[src/afs_pkg.sv]
// constants shared by the address/frame/shift executor and its shifter
// assumes a 32-bit Avalon-MM master that uses byte addresses, one word per register
package afs_pkg;
    // register byte offsets
    localparam logic [5:0] OFF_CTRL      = 6'h00;
    localparam logic [5:0] OFF_OPCODE    = 6'h04;
    localparam logic [5:0] OFF_EXT       = 6'h08;
    localparam logic [5:0] OFF_EFF_ADDR  = 6'h0C;
    localparam logic [5:0] OFF_OPERAND   = 6'h10;
    localparam logic [5:0] OFF_COUNT_SRC = 6'h14;
    localparam logic [5:0] OFF_STACK_PTR = 6'h18;
    localparam logic [5:0] OFF_PTR_REG   = 6'h1C;
    localparam logic [5:0] OFF_RESULT    = 6'h20;
    localparam logic [5:0] OFF_FLAGS     = 6'h24;
    localparam logic [5:0] OFF_PUSH_ADDR = 6'h28;
    localparam logic [5:0] OFF_PUSH_DATA = 6'h2C;
    // control / status bit positions
    localparam int CTRL_START_BIT  = 0;
    localparam int CTRL_CLRDONE_BIT = 1;
    localparam int STAT_BUSY_BIT   = 0;
    localparam int STAT_DONE_BIT   = 1;
    localparam int STAT_ILLEGAL_BIT = 2;
    // condition flag positions in the flags register
    localparam int FLAG_X = 4;
    localparam int FLAG_N = 3;
    localparam int FLAG_Z = 2;
    localparam int FLAG_V = 1;
    localparam int FLAG_C = 0;
    // reset values
    localparam logic [31:0] RST_WORD  = 32'h0000_0000;
    localparam logic [4:0]  RST_FLAGS = 5'h00;
    // opcode patterns
    localparam logic [3:0]  LDADR_TOP     = 4'h4;
    localparam logic [2:0]  LDADR_OPMODE  = 3'h7;
    localparam logic [12:0] LINK_W_PAT    = 13'h09CA;
    localparam logic [12:0] LINK_L_PAT    = 13'h0901;
    localparam logic [3:0]  SHIFT_TOP     = 4'hE;
    localparam logic [1:0]  SREG_TYPE     = 2'h1;
    localparam logic [2:0]  SMEM_TYPE     = 3'h1;
    localparam logic [1:0]  SIZE_BYTE     = 2'h0;
    localparam logic [1:0]  SIZE_WORD     = 2'h1;
    localparam logic [1:0]  SIZE_LONG     = 2'h2;
    localparam logic [1:0]  SIZE_MEMFORM  = 2'h3;
    // addressing mode codes
    localparam logic [2:0]  MODE_IND      = 3'h2;
    localparam logic [2:0]  MODE_POSTINC  = 3'h3;
    localparam logic [2:0]  MODE_PREDEC   = 3'h4;
    localparam logic [2:0]  MODE_DISP     = 3'h5;
    localparam logic [2:0]  MODE_INDEX    = 3'h6;
    localparam logic [2:0]  MODE_EXT      = 3'h7;
    localparam logic [2:0]  EXT_ABS_L     = 3'h1;
    localparam logic [2:0]  EXT_PC_INDEX  = 3'h3;
    // counts
    localparam logic [31:0] FRAME_SLOT    = 32'h0000_0004;
    localparam logic [5:0]  IMM_ZERO_CNT  = 6'h08;
    localparam logic [5:0]  MEM_CNT       = 6'h01;
    typedef enum logic [0:0] {
        ST_IDLE = 1'b0,
        ST_EXEC = 1'b1
    } afs_state_t;
endpackage : afs_pkg

[src/afs_shifter.sv]
// logical shifter: byte/word/long operand, count 0..63, either direction
// purely combinational; the caller registers its outputs
module afs_shifter
    import afs_pkg::*;
#(
    parameter int WIDTH = 32
) (
    input  wire logic [WIDTH-1:0] value,
    input  wire logic [1:0]       size,
    input  wire logic [5:0]       count,
    input  wire logic             left,
    output logic      [WIDTH-1:0] result,
    output logic                  last_out,
    output logic                  sign
);
    if (WIDTH != 32) begin : g_width_check
        $error("afs_shifter supports WIDTH 32 only");
    end

    logic [WIDTH-1:0]   mask;
    logic [WIDTH-1:0]   masked;
    logic [3*WIDTH-1:0] left_wide;
    logic [WIDTH:0]     right_wide;
    logic [WIDTH-1:0]   shifted;
    logic               left_last;

    assign mask = (size == SIZE_BYTE) ? 32'h0000_00FF :
                  (size == SIZE_WORD) ? 32'h0000_FFFF : 32'hFFFF_FFFF;
    assign masked = value & mask;
    // left: the bit just above the operand's msb is the last one pushed out
    assign left_wide = {{(2*WIDTH){1'b0}}, masked} << count;
    assign left_last = (size == SIZE_BYTE) ? left_wide[8] :
                       (size == SIZE_WORD) ? left_wide[16] : left_wide[32];
    // right: a guard bit below bit 0 catches the last bit pushed out
    assign right_wide = {masked, 1'b0} >> count;
    assign shifted = left ? left_wide[WIDTH-1:0] : right_wide[WIDTH:1];
    // vacated positions are zero by construction, and the mask drops overflow
    assign result = shifted & mask;
    assign last_out = left ? left_last : right_wide[0];
    assign sign = (size == SIZE_BYTE) ? result[7] :
                  (size == SIZE_WORD) ? result[15] : result[31];
endmodule : afs_shifter

[src/afs_exec_top.sv]
// executor for load-address, frame-allocate and logical shift instructions
// software loads opcode, extension words and operand values, then starts one execution
// Overview of operation
// - load-address writes all 32 effective address bits to pointer; flags untouched
// - load-address accepts only modes 010, 101, 110 and 111 control forms
// - frame-allocate: stack down 4, push pointer, pointer gets stack, add displacement
// - word displacement is sign-extended first extension word; long is high half first
// - logical shift loads carry with the last bit shifted out
// - immediate count field gives 1 to 7, and zero means eight
// - register count is the data register value modulo 64
// - memory shift moves one bit at word size; register shifts any size
// - left shift sends msb-out bits to carry and extend, fills zeros low
// - right shift sends lsb-out bits to carry and extend, fills zeros high
// - extend takes last bit out, but holds for a zero count
// - carry clears for a zero count
// - negative from sign at size, zero if result zero, overflow always cleared
// - direction bit 0 shifts right, 1 shifts left
// - size field 00 byte, 01 word, 10 long
// - count-source bit 0 immediate, 1 register; low three bits pick the register
// - memory shift accepts only memory alterable modes
//
// Chosen here: the register addresses and the Avalon-MM register port.
module afs_exec_top
    import afs_pkg::*;
(
    input  wire logic        clock,
    input  wire logic        rst,
    input  wire logic [5:0]  avs_address,
    input  wire logic        avs_read,
    input  wire logic        avs_write,
    input  wire logic [31:0] avs_writedata,
    input  wire logic [3:0]  avs_byteenable,
    output logic      [31:0] avs_readdata,
    output logic             avs_waitrequest
);
    import afs_pkg::*;

    afs_state_t  state;
    afs_state_t  next_state;
    logic [15:0] opcode;
    logic [31:0] ext;
    logic [31:0] eff_addr;
    logic [31:0] operand;
    logic [31:0] count_src;
    logic [31:0] stack_ptr;
    logic [31:0] ptr_reg;
    logic [31:0] result;
    logic [4:0]  flags;
    logic [31:0] push_addr;
    logic [31:0] push_data;
    logic        done;
    logic        illegal;

    // bus decode: each access is taken once, on the edge where waitrequest is high
    wire        req       = avs_read | avs_write;
    wire        accept    = req & avs_waitrequest;
    wire        wr_acc    = accept & avs_write;
    wire [31:0] be_mask   = {{8{avs_byteenable[3]}}, {8{avs_byteenable[2]}},
                             {8{avs_byteenable[1]}}, {8{avs_byteenable[0]}}};
    wire        wr_ctrl   = wr_acc & (avs_address == OFF_CTRL);
    wire        start     = wr_ctrl & avs_byteenable[0] & avs_writedata[CTRL_START_BIT]
                            & (state == ST_IDLE);
    wire        clr_done  = wr_ctrl & avs_byteenable[0] & avs_writedata[CTRL_CLRDONE_BIT];

    function automatic logic [31:0] merge(input logic [31:0] old, input logic [31:0] nw,
                                          input logic [31:0] m);
        merge = (old & ~m) | (nw & m);
    endfunction : merge

    // only the low half lands: the opcode register is one instruction word wide
    wire [31:0] opcode_merged = merge({16'h0, opcode}, avs_writedata, be_mask);

    // instruction decode
    wire [2:0] ea_mode   = opcode[5:3];
    wire [2:0] ea_reg    = opcode[2:0];
    wire is_ldadr  = (opcode[15:12] == LDADR_TOP) && (opcode[8:6] == LDADR_OPMODE);
    wire is_link_w = (opcode[15:3] == LINK_W_PAT);
    wire is_link_l = (opcode[15:3] == LINK_L_PAT);
    wire is_link   = is_link_w | is_link_l;
    wire is_sreg   = (opcode[15:12] == SHIFT_TOP) && (opcode[4:3] == SREG_TYPE)
                     && (opcode[7:6] != SIZE_MEMFORM);
    wire is_smem   = (opcode[15:12] == SHIFT_TOP) && (opcode[11:9] == SMEM_TYPE)
                     && (opcode[7:6] == SIZE_MEMFORM);
    wire is_shift  = is_sreg | is_smem;
    wire ldadr_mode_ok = (ea_mode == MODE_IND) || (ea_mode == MODE_DISP)
                         || (ea_mode == MODE_INDEX)
                         || ((ea_mode == MODE_EXT) && (ea_reg <= EXT_PC_INDEX));
    wire mem_mode_ok = ((ea_mode >= MODE_IND) && (ea_mode <= MODE_INDEX))
                       || ((ea_mode == MODE_EXT) && (ea_reg <= EXT_ABS_L));
    wire op_ok = (is_ldadr & ldadr_mode_ok) | is_link | is_sreg | (is_smem & mem_mode_ok);

    // shift parameters
    wire       shift_left = opcode[8];
    wire [1:0] eff_size   = is_smem ? SIZE_WORD : opcode[7:6];
    wire [2:0] cnt_field  = opcode[11:9];
    wire [5:0] imm_cnt    = (cnt_field == 3'h0) ? IMM_ZERO_CNT : {3'h0, cnt_field};
    wire [5:0] reg_cnt    = count_src[5:0];
    wire [5:0] eff_count  = is_smem ? MEM_CNT : (opcode[5] ? reg_cnt : imm_cnt);
    wire [31:0] sh_result;
    wire        sh_last;
    wire        sh_sign;

    afs_shifter #(.WIDTH(32)) u_shifter (
        .value    (operand),
        .size     (eff_size),
        .count    (eff_count),
        .left     (shift_left),
        .result   (sh_result),
        .last_out (sh_last),
        .sign     (sh_sign)
    );

    // register destinations keep their bits above the operation size
    wire [31:0] size_mask = (eff_size == SIZE_BYTE) ? 32'h0000_00FF :
                            (eff_size == SIZE_WORD) ? 32'h0000_FFFF : 32'hFFFF_FFFF;
    wire [31:0] shift_out = merge(operand, sh_result, size_mask);
    wire        cnt_zero  = (eff_count == 6'h00);
    wire [4:0]  shift_flags;
    assign shift_flags[FLAG_X] = cnt_zero ? flags[FLAG_X] : sh_last;
    assign shift_flags[FLAG_N] = sh_sign;
    assign shift_flags[FLAG_Z] = (sh_result == 32'h0000_0000);
    assign shift_flags[FLAG_V] = 1'b0;
    assign shift_flags[FLAG_C] = cnt_zero ? 1'b0 : sh_last;

    // frame allocate
    wire [31:0] disp     = is_link_w ? {{16{ext[31]}}, ext[31:16]} : ext;
    wire [31:0] frame_top = stack_ptr - FRAME_SLOT;

    wire exec      = (state == ST_EXEC);
    wire do_ldadr  = exec & op_ok & is_ldadr;
    wire do_link   = exec & op_ok & is_link;
    wire do_shift  = exec & op_ok & is_shift;

    assign next_state = start ? ST_EXEC : ST_IDLE;

    always_ff @(posedge clock or posedge rst) begin
        if (rst) begin
            state <= ST_IDLE;
        end else begin
            state <= next_state;
        end
    end

    // software-loaded operands
    always_ff @(posedge clock or posedge rst) begin
        if (rst) begin
            opcode    <= RST_WORD[15:0];
            ext       <= RST_WORD;
            eff_addr  <= RST_WORD;
            operand   <= RST_WORD;
            count_src <= RST_WORD;
        end else if (wr_acc) begin
            if (avs_address == OFF_OPCODE)    opcode    <= opcode_merged[15:0];
            if (avs_address == OFF_EXT)       ext       <= merge(ext, avs_writedata, be_mask);
            if (avs_address == OFF_EFF_ADDR)  eff_addr  <= merge(eff_addr, avs_writedata,
                                                                 be_mask);
            if (avs_address == OFF_OPERAND)   operand   <= merge(operand, avs_writedata,
                                                                 be_mask);
            if (avs_address == OFF_COUNT_SRC) count_src <= merge(count_src, avs_writedata,
                                                                 be_mask);
        end
    end

    // architectural state: execution wins over a software write in the same cycle
    always_ff @(posedge clock or posedge rst) begin
        if (rst) begin
            stack_ptr <= RST_WORD;
            ptr_reg   <= RST_WORD;
            flags     <= RST_FLAGS;
        end else if (do_ldadr) begin
            ptr_reg <= eff_addr;
        end else if (do_link) begin
            ptr_reg   <= frame_top;
            stack_ptr <= frame_top + disp;
        end else if (do_shift) begin
            flags <= shift_flags;
        end else if (wr_acc) begin
            if (avs_address == OFF_STACK_PTR) stack_ptr <= merge(stack_ptr, avs_writedata,
                                                                 be_mask);
            if (avs_address == OFF_PTR_REG)   ptr_reg   <= merge(ptr_reg, avs_writedata,
                                                                 be_mask);
            if ((avs_address == OFF_FLAGS) && avs_byteenable[0]) begin
                flags <= avs_writedata[4:0];
            end
        end
    end

    // execution results and status; done set wins over a clear
    always_ff @(posedge clock or posedge rst) begin
        if (rst) begin
            result    <= RST_WORD;
            push_addr <= RST_WORD;
            push_data <= RST_WORD;
            done      <= 1'b0;
            illegal   <= 1'b0;
        end else begin
            if (do_shift) result <= shift_out;
            if (do_ldadr) result <= eff_addr;
            if (do_link) begin
                push_addr <= frame_top;
                push_data <= ptr_reg;
                result    <= frame_top;
            end
            if (exec) illegal <= ~op_ok;
            done <= exec | (done & ~clr_done);
        end
    end

    // read mux
    wire [31:0] status_word = {29'h0, illegal, done, exec};
    wire [31:0] rd_mux =
        (avs_address == OFF_CTRL)      ? status_word :
        (avs_address == OFF_OPCODE)    ? {16'h0, opcode} :
        (avs_address == OFF_EXT)       ? ext :
        (avs_address == OFF_EFF_ADDR)  ? eff_addr :
        (avs_address == OFF_OPERAND)   ? operand :
        (avs_address == OFF_COUNT_SRC) ? count_src :
        (avs_address == OFF_STACK_PTR) ? stack_ptr :
        (avs_address == OFF_PTR_REG)   ? ptr_reg :
        (avs_address == OFF_RESULT)    ? result :
        (avs_address == OFF_FLAGS)     ? {27'h0, flags} :
        (avs_address == OFF_PUSH_ADDR) ? push_addr :
        (avs_address == OFF_PUSH_DATA) ? push_data : 32'h0000_0000;

    // one wait cycle per access keeps both outputs registered
    always_ff @(posedge clock or posedge rst) begin
        if (rst) begin
            avs_waitrequest <= 1'b1;
            avs_readdata    <= RST_WORD;
        end else begin
            avs_waitrequest <= ~accept;
            if (accept & avs_read) avs_readdata <= rd_mux;
        end
    end

    AST_LDADR_PTR: assert property (@(posedge clock) disable iff (rst)
        do_ldadr |=> (ptr_reg == $past(eff_addr)) && (result == ptr_reg))
        else $error("load-address did not write the full effective address");

    AST_LDADR_FLAGS: assert property (@(posedge clock) disable iff (rst)
        (exec && is_ldadr) |=> $stable(flags))
        else $error("load-address changed the flags");

    AST_LDADR_MODE: assert property (@(posedge clock) disable iff (rst)
        (exec && is_ldadr && (ea_mode == MODE_POSTINC)) |=> illegal && $stable(ptr_reg))
        else $error("load-address accepted a non-control mode");

    AST_LINK_W: assert property (@(posedge clock) disable iff (rst)
        (do_link && is_link_w) |=>
        stack_ptr == $past(stack_ptr) - 32'h4 + {{16{$past(ext[31])}}, $past(ext[31:16])})
        else $error("word frame-allocate stack pointer wrong");

    // long form: the whole extension register is the displacement, high half first
    AST_LINK_L: assert property (@(posedge clock) disable iff (rst)
        (do_link && is_link_l) |=> stack_ptr == $past(stack_ptr) - 32'h4 + $past(ext))
        else $error("long frame-allocate stack pointer wrong");

    AST_LINK_PUSH: assert property (@(posedge clock) disable iff (rst)
        do_link |=> (push_data == $past(ptr_reg)) && (ptr_reg == push_addr)
                    && (push_addr == $past(stack_ptr) - 32'h4) && $stable(flags))
        else $error("frame-allocate push or pointer copy wrong");

    // judged by the result, so a wrong count decode cannot vouch for itself
    AST_IMM8: assert property (@(posedge clock) disable iff (rst)
        (do_shift && is_sreg && !opcode[5] && (cnt_field == 3'h0) && !shift_left
         && (eff_size == SIZE_LONG)) |=> (result == ($past(operand) >> 8))
         && (flags[FLAG_C] == $past(operand[7])))
        else $error("immediate zero count is not eight");

    AST_REGCNT: assert property (@(posedge clock) disable iff (rst)
        (do_shift && is_sreg && opcode[5] && !shift_left && (eff_size == SIZE_LONG))
        |=> result == ($past(operand) >> $past(count_src[5:0])))
        else $error("register count not modulo 64");

    AST_MEM_ONE: assert property (@(posedge clock) disable iff (rst)
        do_shift && is_smem |=> result[15:0] == ($past(shift_left) ?
            {$past(operand[14:0]), 1'b0} : {1'b0, $past(operand[15:1])}))
        else $error("memory shift not one bit at word size");

    AST_ZERO_CNT: assert property (@(posedge clock) disable iff (rst)
        (do_shift && cnt_zero) |=> !flags[FLAG_C] && (flags[FLAG_X] == $past(flags[FLAG_X])))
        else $error("zero count flag handling wrong");

    AST_SHL_LONG: assert property (@(posedge clock) disable iff (rst)
        (do_shift && is_sreg && shift_left && (eff_size == SIZE_LONG) && (eff_count == 6'h01))
        |=> flags[FLAG_C] == $past(operand[31]) && flags[FLAG_X] == flags[FLAG_C]
            && !flags[FLAG_V])
        else $error("left shift carry or overflow wrong");

    AST_SHR_BYTE: assert property (@(posedge clock) disable iff (rst)
        (do_shift && is_sreg && !shift_left && (eff_size == SIZE_BYTE) && (eff_count == 6'h01))
        |=> flags[FLAG_C] == $past(operand[0]) && !result[7])
        else $error("right shift carry or fill wrong");

    // word size covers the memory form too, whose result sits in the low half
    AST_SHIFT_NZ: assert property (@(posedge clock) disable iff (rst)
        (do_shift && (eff_size == SIZE_WORD)) |=> (flags[FLAG_N] == result[15])
        && (flags[FLAG_Z] == (result[15:0] == 16'h0000)) && !flags[FLAG_V])
        else $error("word shift negative, zero or overflow flag wrong");

    // a refused opcode or mode must leave every architectural register alone
    AST_ILLEGAL_KEEP: assert property (@(posedge clock) disable iff (rst)
        (exec && !op_ok) |=> illegal && $stable(ptr_reg) && $stable(stack_ptr)
        && $stable(flags))
        else $error("refused operation changed architectural state");

    COV_LDADR: cover property (@(posedge clock) disable iff (rst) do_ldadr);
    COV_LINK_L: cover property (@(posedge clock) disable iff (rst) do_link && is_link_l);
    COV_SHIFT_MEM: cover property (@(posedge clock) disable iff (rst) do_shift && is_smem);
    COV_SHIFT_ZERO: cover property (@(posedge clock) disable iff (rst) do_shift && cnt_zero);
    COV_SHIFT_MOD: cover property (@(posedge clock) disable iff (rst)
        do_shift && is_sreg && opcode[5] && (count_src[7:6] != 2'h0));
endmodule : afs_exec_top

[config.mk]
export PLATFORM = sky130hd
export DESIGN_NAME = afs_exec_top
export DESIGN_NICKNAME = d
export VERILOG_FILES = /design/src/afs_pkg.sv /design/src/afs_shifter.sv /design/src/afs_exec_top.sv
export SDC_FILE = /design/constraint.sdc
export NUM_CORES = 1
export LEC_CHECK = 0
export BUFFER_PORTS_ARGS = -buffer_cell sky130_fd_sc_hd__buf_2
export CORE_MARGIN = 3
export CORE_UTILIZATION = 35
export DETAILED_ROUTE_END_ITERATION = 8
export SYNTH_ARGS = -nofsm -noshare
export SYNTH_HDL_FRONTEND = slang
export SYNTH_SLANG_ARGS = --single-unit
[constraint.sdc]
create_clock -name clock -period 26.7 [get_ports clock]
set_clock_uncertainty 0.1 [all_clocks]
set_input_delay 2.67 -clock clock [delete_from_list [all_inputs] [get_ports clock]]
set_output_delay 2.67 -clock clock [all_outputs]
set_load 0.1 [all_outputs]
==> impl_metrics.tcl, run 1 <==
set metrics [dict create \
    finalHoldViolCount 0 \
    timing.final.crit_share_pct 22.7 \
    rows 93 \
    synth_common_cells "nand2_1 (404), dfrtp_1 (344), nor2_1 (219)" \
    multi_input_area_um2 13800 \
    p_switching_mw 0.464 \
    slowest_delay_ns 0.72 \
    pwr-share-clk_pct 38.3 \
    status "finished, final reports clean" \
    seqCellArea_um2 8630 \
    numCtsBuffers 37 \
    clkLatencyLatePin_ns 0.55 \
    die_x_um 263 \
    yosysMostFrequentCell "nand2_1" \
    endpoint_kind "register" \
    stdcell_area_um2 25700 \
    cts-hold-fix-buffers 0 \
    antenna_found_initial 3 \
    clkTransAtPathRegs_ns 0.06 \
    first_pass_iters 8 \
    start_kind "register" \
    fin_ws_ns 20.63 \
    cp_cell_sequence "or4b_1, or4b_1, buf_4, mux2_2, ha_1, fa_1, a21o_1, a21o_1, a21oi_1, o21ai_0, a31o_2, o31a_1, o31ai_1, a21oi_1, or4b_1, a31oi_1, a221o_1" \
    pre_cts_ws_ns 20.59 \
    switching_share_pct 32.4 \
    avgRoutedWirePerCell_um 29.0 \
    synth_top_area_share_pct 37.1 \
    drv_cap 0 \
    setup_viol 0 \
    hold_class "register to register" \
    setup-tns-final_ns 0 \
    antenna_cells 0 \
    pwr-share-seq_pct 40.9 \
    place_area_um2 24500 \
    worstPathRequired_ns 27.09 \
    pin_count 79 \
    drive_above_1_share_pct 17.0 \
    slowest_stage "dfrtp_1" \
    die-area_um2 69400 \
    ir_drop_mv 0.0324 \
    synth_nets 2716 \
    gp_congestion 0.997 \
    comb_power_share_pct 20.7 \
    port_buffers 78 \
    tritoncts "yes" \
    via_per_inst 6.50 \
    grt_max_degree 126 \
    grt_pass1_wl_um 149000 \
    yosys-top-cells-area "dfrtp_1 (37%), mux2_2 (8.8%), nand2_1 (6.5%)" \
    ctsResizeCount 0 \
    syn_inst 2638 \
    gr-total-overflow 0 \
    dp.cells 3434 \
    p_int_mw 0.968 \
    cts_root_buf "clkbuf_16" \
    avgSynthCellArea_um2 8.79 \
    criticalPathCategory "register to register" \
    grt_usage_pct 28.1 \
    tightest_slew_ns 1.24 \
    synthArstFlopShare_pct 100 \
    grt_pass1_vias 21400 \
    ant_nets 0 \
    ys.flop_type "dfrtp_1" \
    period_needed_ns 6.07 \
    fmax_mhz 165 \
    routed_wl_um 101000 \
    die_h_um 263 \
    drcViolationCount 0 \
    clockBufferDepth 3 \
    leakagePower_nw 11.6 \
    path_max_fanout 32 \
    synth-seq-area-share_pct 37.2 \
    hpwl_um 72500 \
    num_vias 22700 \
    cts_max_level 2 \
    rsz0062_at_grt "no" \
    crit_arrival_ns 6.46 \
    post-route-util_pct 39.6 \
    drtIter0Drc 3532 \
    p_total_mw 1.43 \
    r2r_cells 17 \
    synth_seq_cells 345 \
    rrSetupSlack_ns 20.63 \
    stdcell_count 3501 \
    synthesis.area_um2 23200 \
    cellPowerDensity_nw_per_um2 55.7 \
    fill_cells 6390 \
    fp.coreArea_um2 65000 \
    relSlewSlack_pct 17.0 \
    netlist-cell-type-count 90 \
    maxSlewViolCount 0 \
    floorplan.initialDensity_pct 35.7 \
    hold_ws_ns 0.374 \
    worst_path_most_repeated_cell "or4b_1" \
    synth.yosys.warnings 0 \
    synth.largest_area_cell "dfrtp_1" \
    cts_setup_buffers 0 \
    clkSinkCount 345 \
    synth_edf_count 0 \
    layout.nets 2696 \
    area_growth_pct 11.0 \
]
==> how the worst min path moves through the flow <==
| stage | from | to | slack (ns) | cells past startpoint |
|---|---|---|---|---|
| 3_5_place_dp | push_data[2] | push_data[2] | 0.36 | 2 |
| 4_1_cts | push_addr[3] | push_addr[3] | 0.38 | 1 |
| 3_3_place_gp | push_data[2] | push_data[2] | 0.35 | 2 |
| 5_1_grt | push_addr[15] | push_addr[15] | 0.40 | 1 |
| 2_1_floorplan | push_data[0] | push_data[0] | 0.34 | 2 |
| 6_report | push_addr[3] | push_addr[3] | 0.37 | 1 |
==> power groups by stage <==
stage	registers, mW	logic [mW]	clock network [mW]
after floorplan	0.576	0.193	0
after global placement	0.593	0.286	0
after detailed placement	0.593	0.287	0
after CTS	0.584	0.289	0.555
after global routing	0.587	0.316	0.575
final	0.586	0.297	0.549
==> cell usage in the layout, fill, tap and decap left out, drive strengths merged, types with 21 or more instances in the layout <==
master,Yosys,routed
nand2,405,405
dfrtp,344,344
nor2,220,220
a21oi,215,215
mux2,182,182
o21ai,179,179
buf,60,139
mux2i,84,84
a21o,73,73
nand3,52,52
nor3,50,50
a221oi,49,49
clkbuf,138,47
and2,43,43
a31oi,34,34
ha,31,31
inv,27,28
mux4,27,27
a211oi,26,26
xnor2,25,25
o22ai,25,25
a222oi,25,25
xor2,23,23
o211ai,22,22
a22oi,21,21
==> logic make-up after synthesis <==
| group | Yosys count | share of synthesized area (%) |
|---|---|---|
| buf+inv | 225 | 3.85 |
| mux | 293 | 15.1 |
| flops | 345 | 37.2 |
| fa+ha+maj | 32 | 1.76 |
| compound gates | 820 | 23.6 |
| xor+xnor | 48 | 1.81 |
| simple gates | 875 | 16.6 |
==> layer usage <==
metal	wire (µm)	global-route usage, %
met4	5670	13.1
met2	42200	40.9
met3	11400	5.76
met1	42100	40.0
met5	46	0
==> critical path: cells and delay by family (launching register included) <==
kind            cells  cell delay (ns)
compound gates     10             2.23
simple gates        3             1.68
flops               1             0.72
fa+ha+maj           2             0.65
mux                 1             0.33
buf+inv             1             0.30
==> final cells by class <==
class                           instances  area share, %
Multi-Input combinational cell       2068           53.6
Sequential cell                       345           33.6
Tap cell                              855           4.16
Clock buffer                           47           4.03
Timing Repair Buffer                  139           3.32
Clock inverter                         20          0.909
Inverter                               27          0.423
(Power assumes the default switching activity.)
==> run 2, diff against run 1 <==
==> constraint.sdc (replaced) <==
create_clock -name clock -period 5.1 [get_ports clock]
set_clock_uncertainty 0.1 [all_clocks]
set_input_delay 0.51 -clock clock [delete_from_list [all_inputs] [get_ports clock]]
set_output_delay 0.51 -clock clock [all_outputs]
set_load 0.1 [all_outputs]
==> run 2 against run 1 <==
  * Critical path depth unchanged
  * Total power increased to 5.2 times the previous value
  * Die area unchanged
  * Largest cell class unchanged
==> impl_metrics.tcl, run 2 (same netlist as run 1, synthesis figures left out) <==
set metrics [dict create \
    status "finished, final reports clean" \
    grt_usage_pct 29.8 \
    gr-total-overflow 0 \
    cts_max_level 2 \
    numCtsBuffers 37 \
    area_growth_pct 14.3 \
    die_x_um 263 \
    fill_cells 6459 \
    port_buffers 78 \
    setup-tns-final_ns 0 \
    drcViolationCount 0 \
    drive_above_1_share_pct 20.1 \
    criticalPathCategory "register to register" \
    finalHoldViolCount 0 \
    clkSinkCount 345 \
    drtIter0Drc 3447 \
    start_kind "register" \
    leakagePower_nw 12.1 \
    grt_max_degree 125 \
    final_cell_mix "nand2_1 (403), dfrtp_1 (344), nor2_1 (217)" \
    tightest_slew_ns 1.31 \
    ir_drop_mv 0.197 \
    setup_viol 0 \
    routed_wl_um 107000 \
    die-area_um2 69400 \
    final_common_cell "nand2_1" \
    antenna_cells 0 \
    drv_cap 0 \
    antenna_found_initial 3 \
    avgRoutedWirePerCell_um 29.9 \
    grt_pass1_vias 22200 \
    pin_count 79 \
    seqCellArea_um2 8630 \
    endpoint_kind "register" \
    cellPowerDensity_nw_per_um2 283 \
    clockBufferDepth 3 \
    dp.cells 3531 \
    period_needed_ns 5.01 \
    relSlewSlack_pct 12.4 \
    hold_ws_ns 0.0326 \
    path_max_fanout 28 \
    die_h_um 263 \
    grt_pass1_wl_um 156000 \
    maxSlewViolCount 0 \
    timing.final.crit_share_pct 98.3 \
    fp.coreArea_um2 65000 \
    fmax_mhz 199 \
    tritoncts "yes" \
    layout.nets 2794 \
    num_vias 23300 \
    stdcell_count 3596 \
    rsz0062_at_grt "yes" \
    gp_congestion 1.00 \
    hold_class "primary input to async pin" \
    multi_input_area_um2 13800 \
    first_pass_iters 7 \
    crit_arrival_ns 5.33 \
    worstPathRequired_ns 5.42 \
    hpwl_um 79000 \
    rows 93 \
    rrSetupSlack_ns 0.09 \
    cts_root_buf "clkbuf_16" \
    pre_cts_ws_ns -0.236 \
    ant_nets 0 \
    clkTransAtPathRegs_ns 0.06 \
    fin_ws_ns 0.0853 \
    via_per_inst 6.47 \
    p_total_mw 7.50 \
    floorplan.initialDensity_pct 35.7 \
    clkLatencyLatePin_ns 0.55 \
]
-- run 2: cell count changes in the layout (fill, tap and decap cells not counted), moves of 3 or more --
| cell | delta |
|---|---|
| buf_4 | +92 |
| clkinv_2 | -7 |
| buf_12 | +5 |
| clkbuf_8 | +5 |
| bufinv_16 | -3 |
| clkbuf_1 | +3 |
-- run 2: worst paths after layout --
check / end / cells past startpoint
max: register / 17
min: async pin / 2
max reg2reg: register / 17
min reg2reg: avs_readdata[0] / 2
max in group asynchronous: push_data[11] / 3
min in group clock: avs_waitrequest / 2
-- run 2: per-layer routing --
layer / vias to the layer above / part of all wire (%) / track usage, %
li1: 9939 / - / -
met1: 11600 / 43 / 42.6
met2: 1438 / 43 / 44.0
met3: 248 / 9.7 / 6.27
met4: 6 / 4.3 / 11.5
met5: - / 0.038 / 0
-- run 2: layout make-up --
cell class / instances / area share [%]
multi-input cells: 2068 / 52.2
repair buffers: 237 / 6.26
inverters: 27 / 0.396
flip-flops and latches: 345 / 32.6
well taps: 855 / 4.03
clock buffers: 53 / 4.02
clock inverters: 11 / 0.510
-- run 2: critical path, cell delays in order, from the launching register on --
cell and delay, ns:
dfrtp_1 0.38, or4b_1 0.57, or4b_4 0.55, buf_4 0.18, buf_8 0.17, mux2_2 0.29
ha_1 0.31, a21oi_2 0.15, o21bai_1 0.08, a21o_1 0.19, a32o_1 0.26, o221a_4 0.27
a2111oi_4 0.40, o21bai_2 0.12, a21oi_2 0.18, o21ai_1 0.08, mux2_1 0.33, o221a_1 0.23
-- run 2: power by group --
group          total, mW  switching [mW]  internal, mW  leakage, nW
Combinational       1.72            1.11         0.612         6.79
Sequential          3.05           0.199          2.85         4.70
Clock               2.73            1.17          1.56        0.594
Total               7.50            2.48          5.02         12.1
-- run 2: metrics by stage --
step / util, % / instance area [µm²]
detailed placement: 38.8 / 25200
global route: 40.8 / 26500
floorplan: - / 23200
finish: 40.8 / 26500
global placement: 38.8 / 25200
CTS: 40.7 / 26500
-- run 2: what timing repair did --
item,in CTS,in global routing
gates resized for setup,5,12
hold buffers,0,0
endpoints found under the hold margin,0,0
buffers inserted,0,1
pin swaps,1,4
setup endpoints to repair,7,7
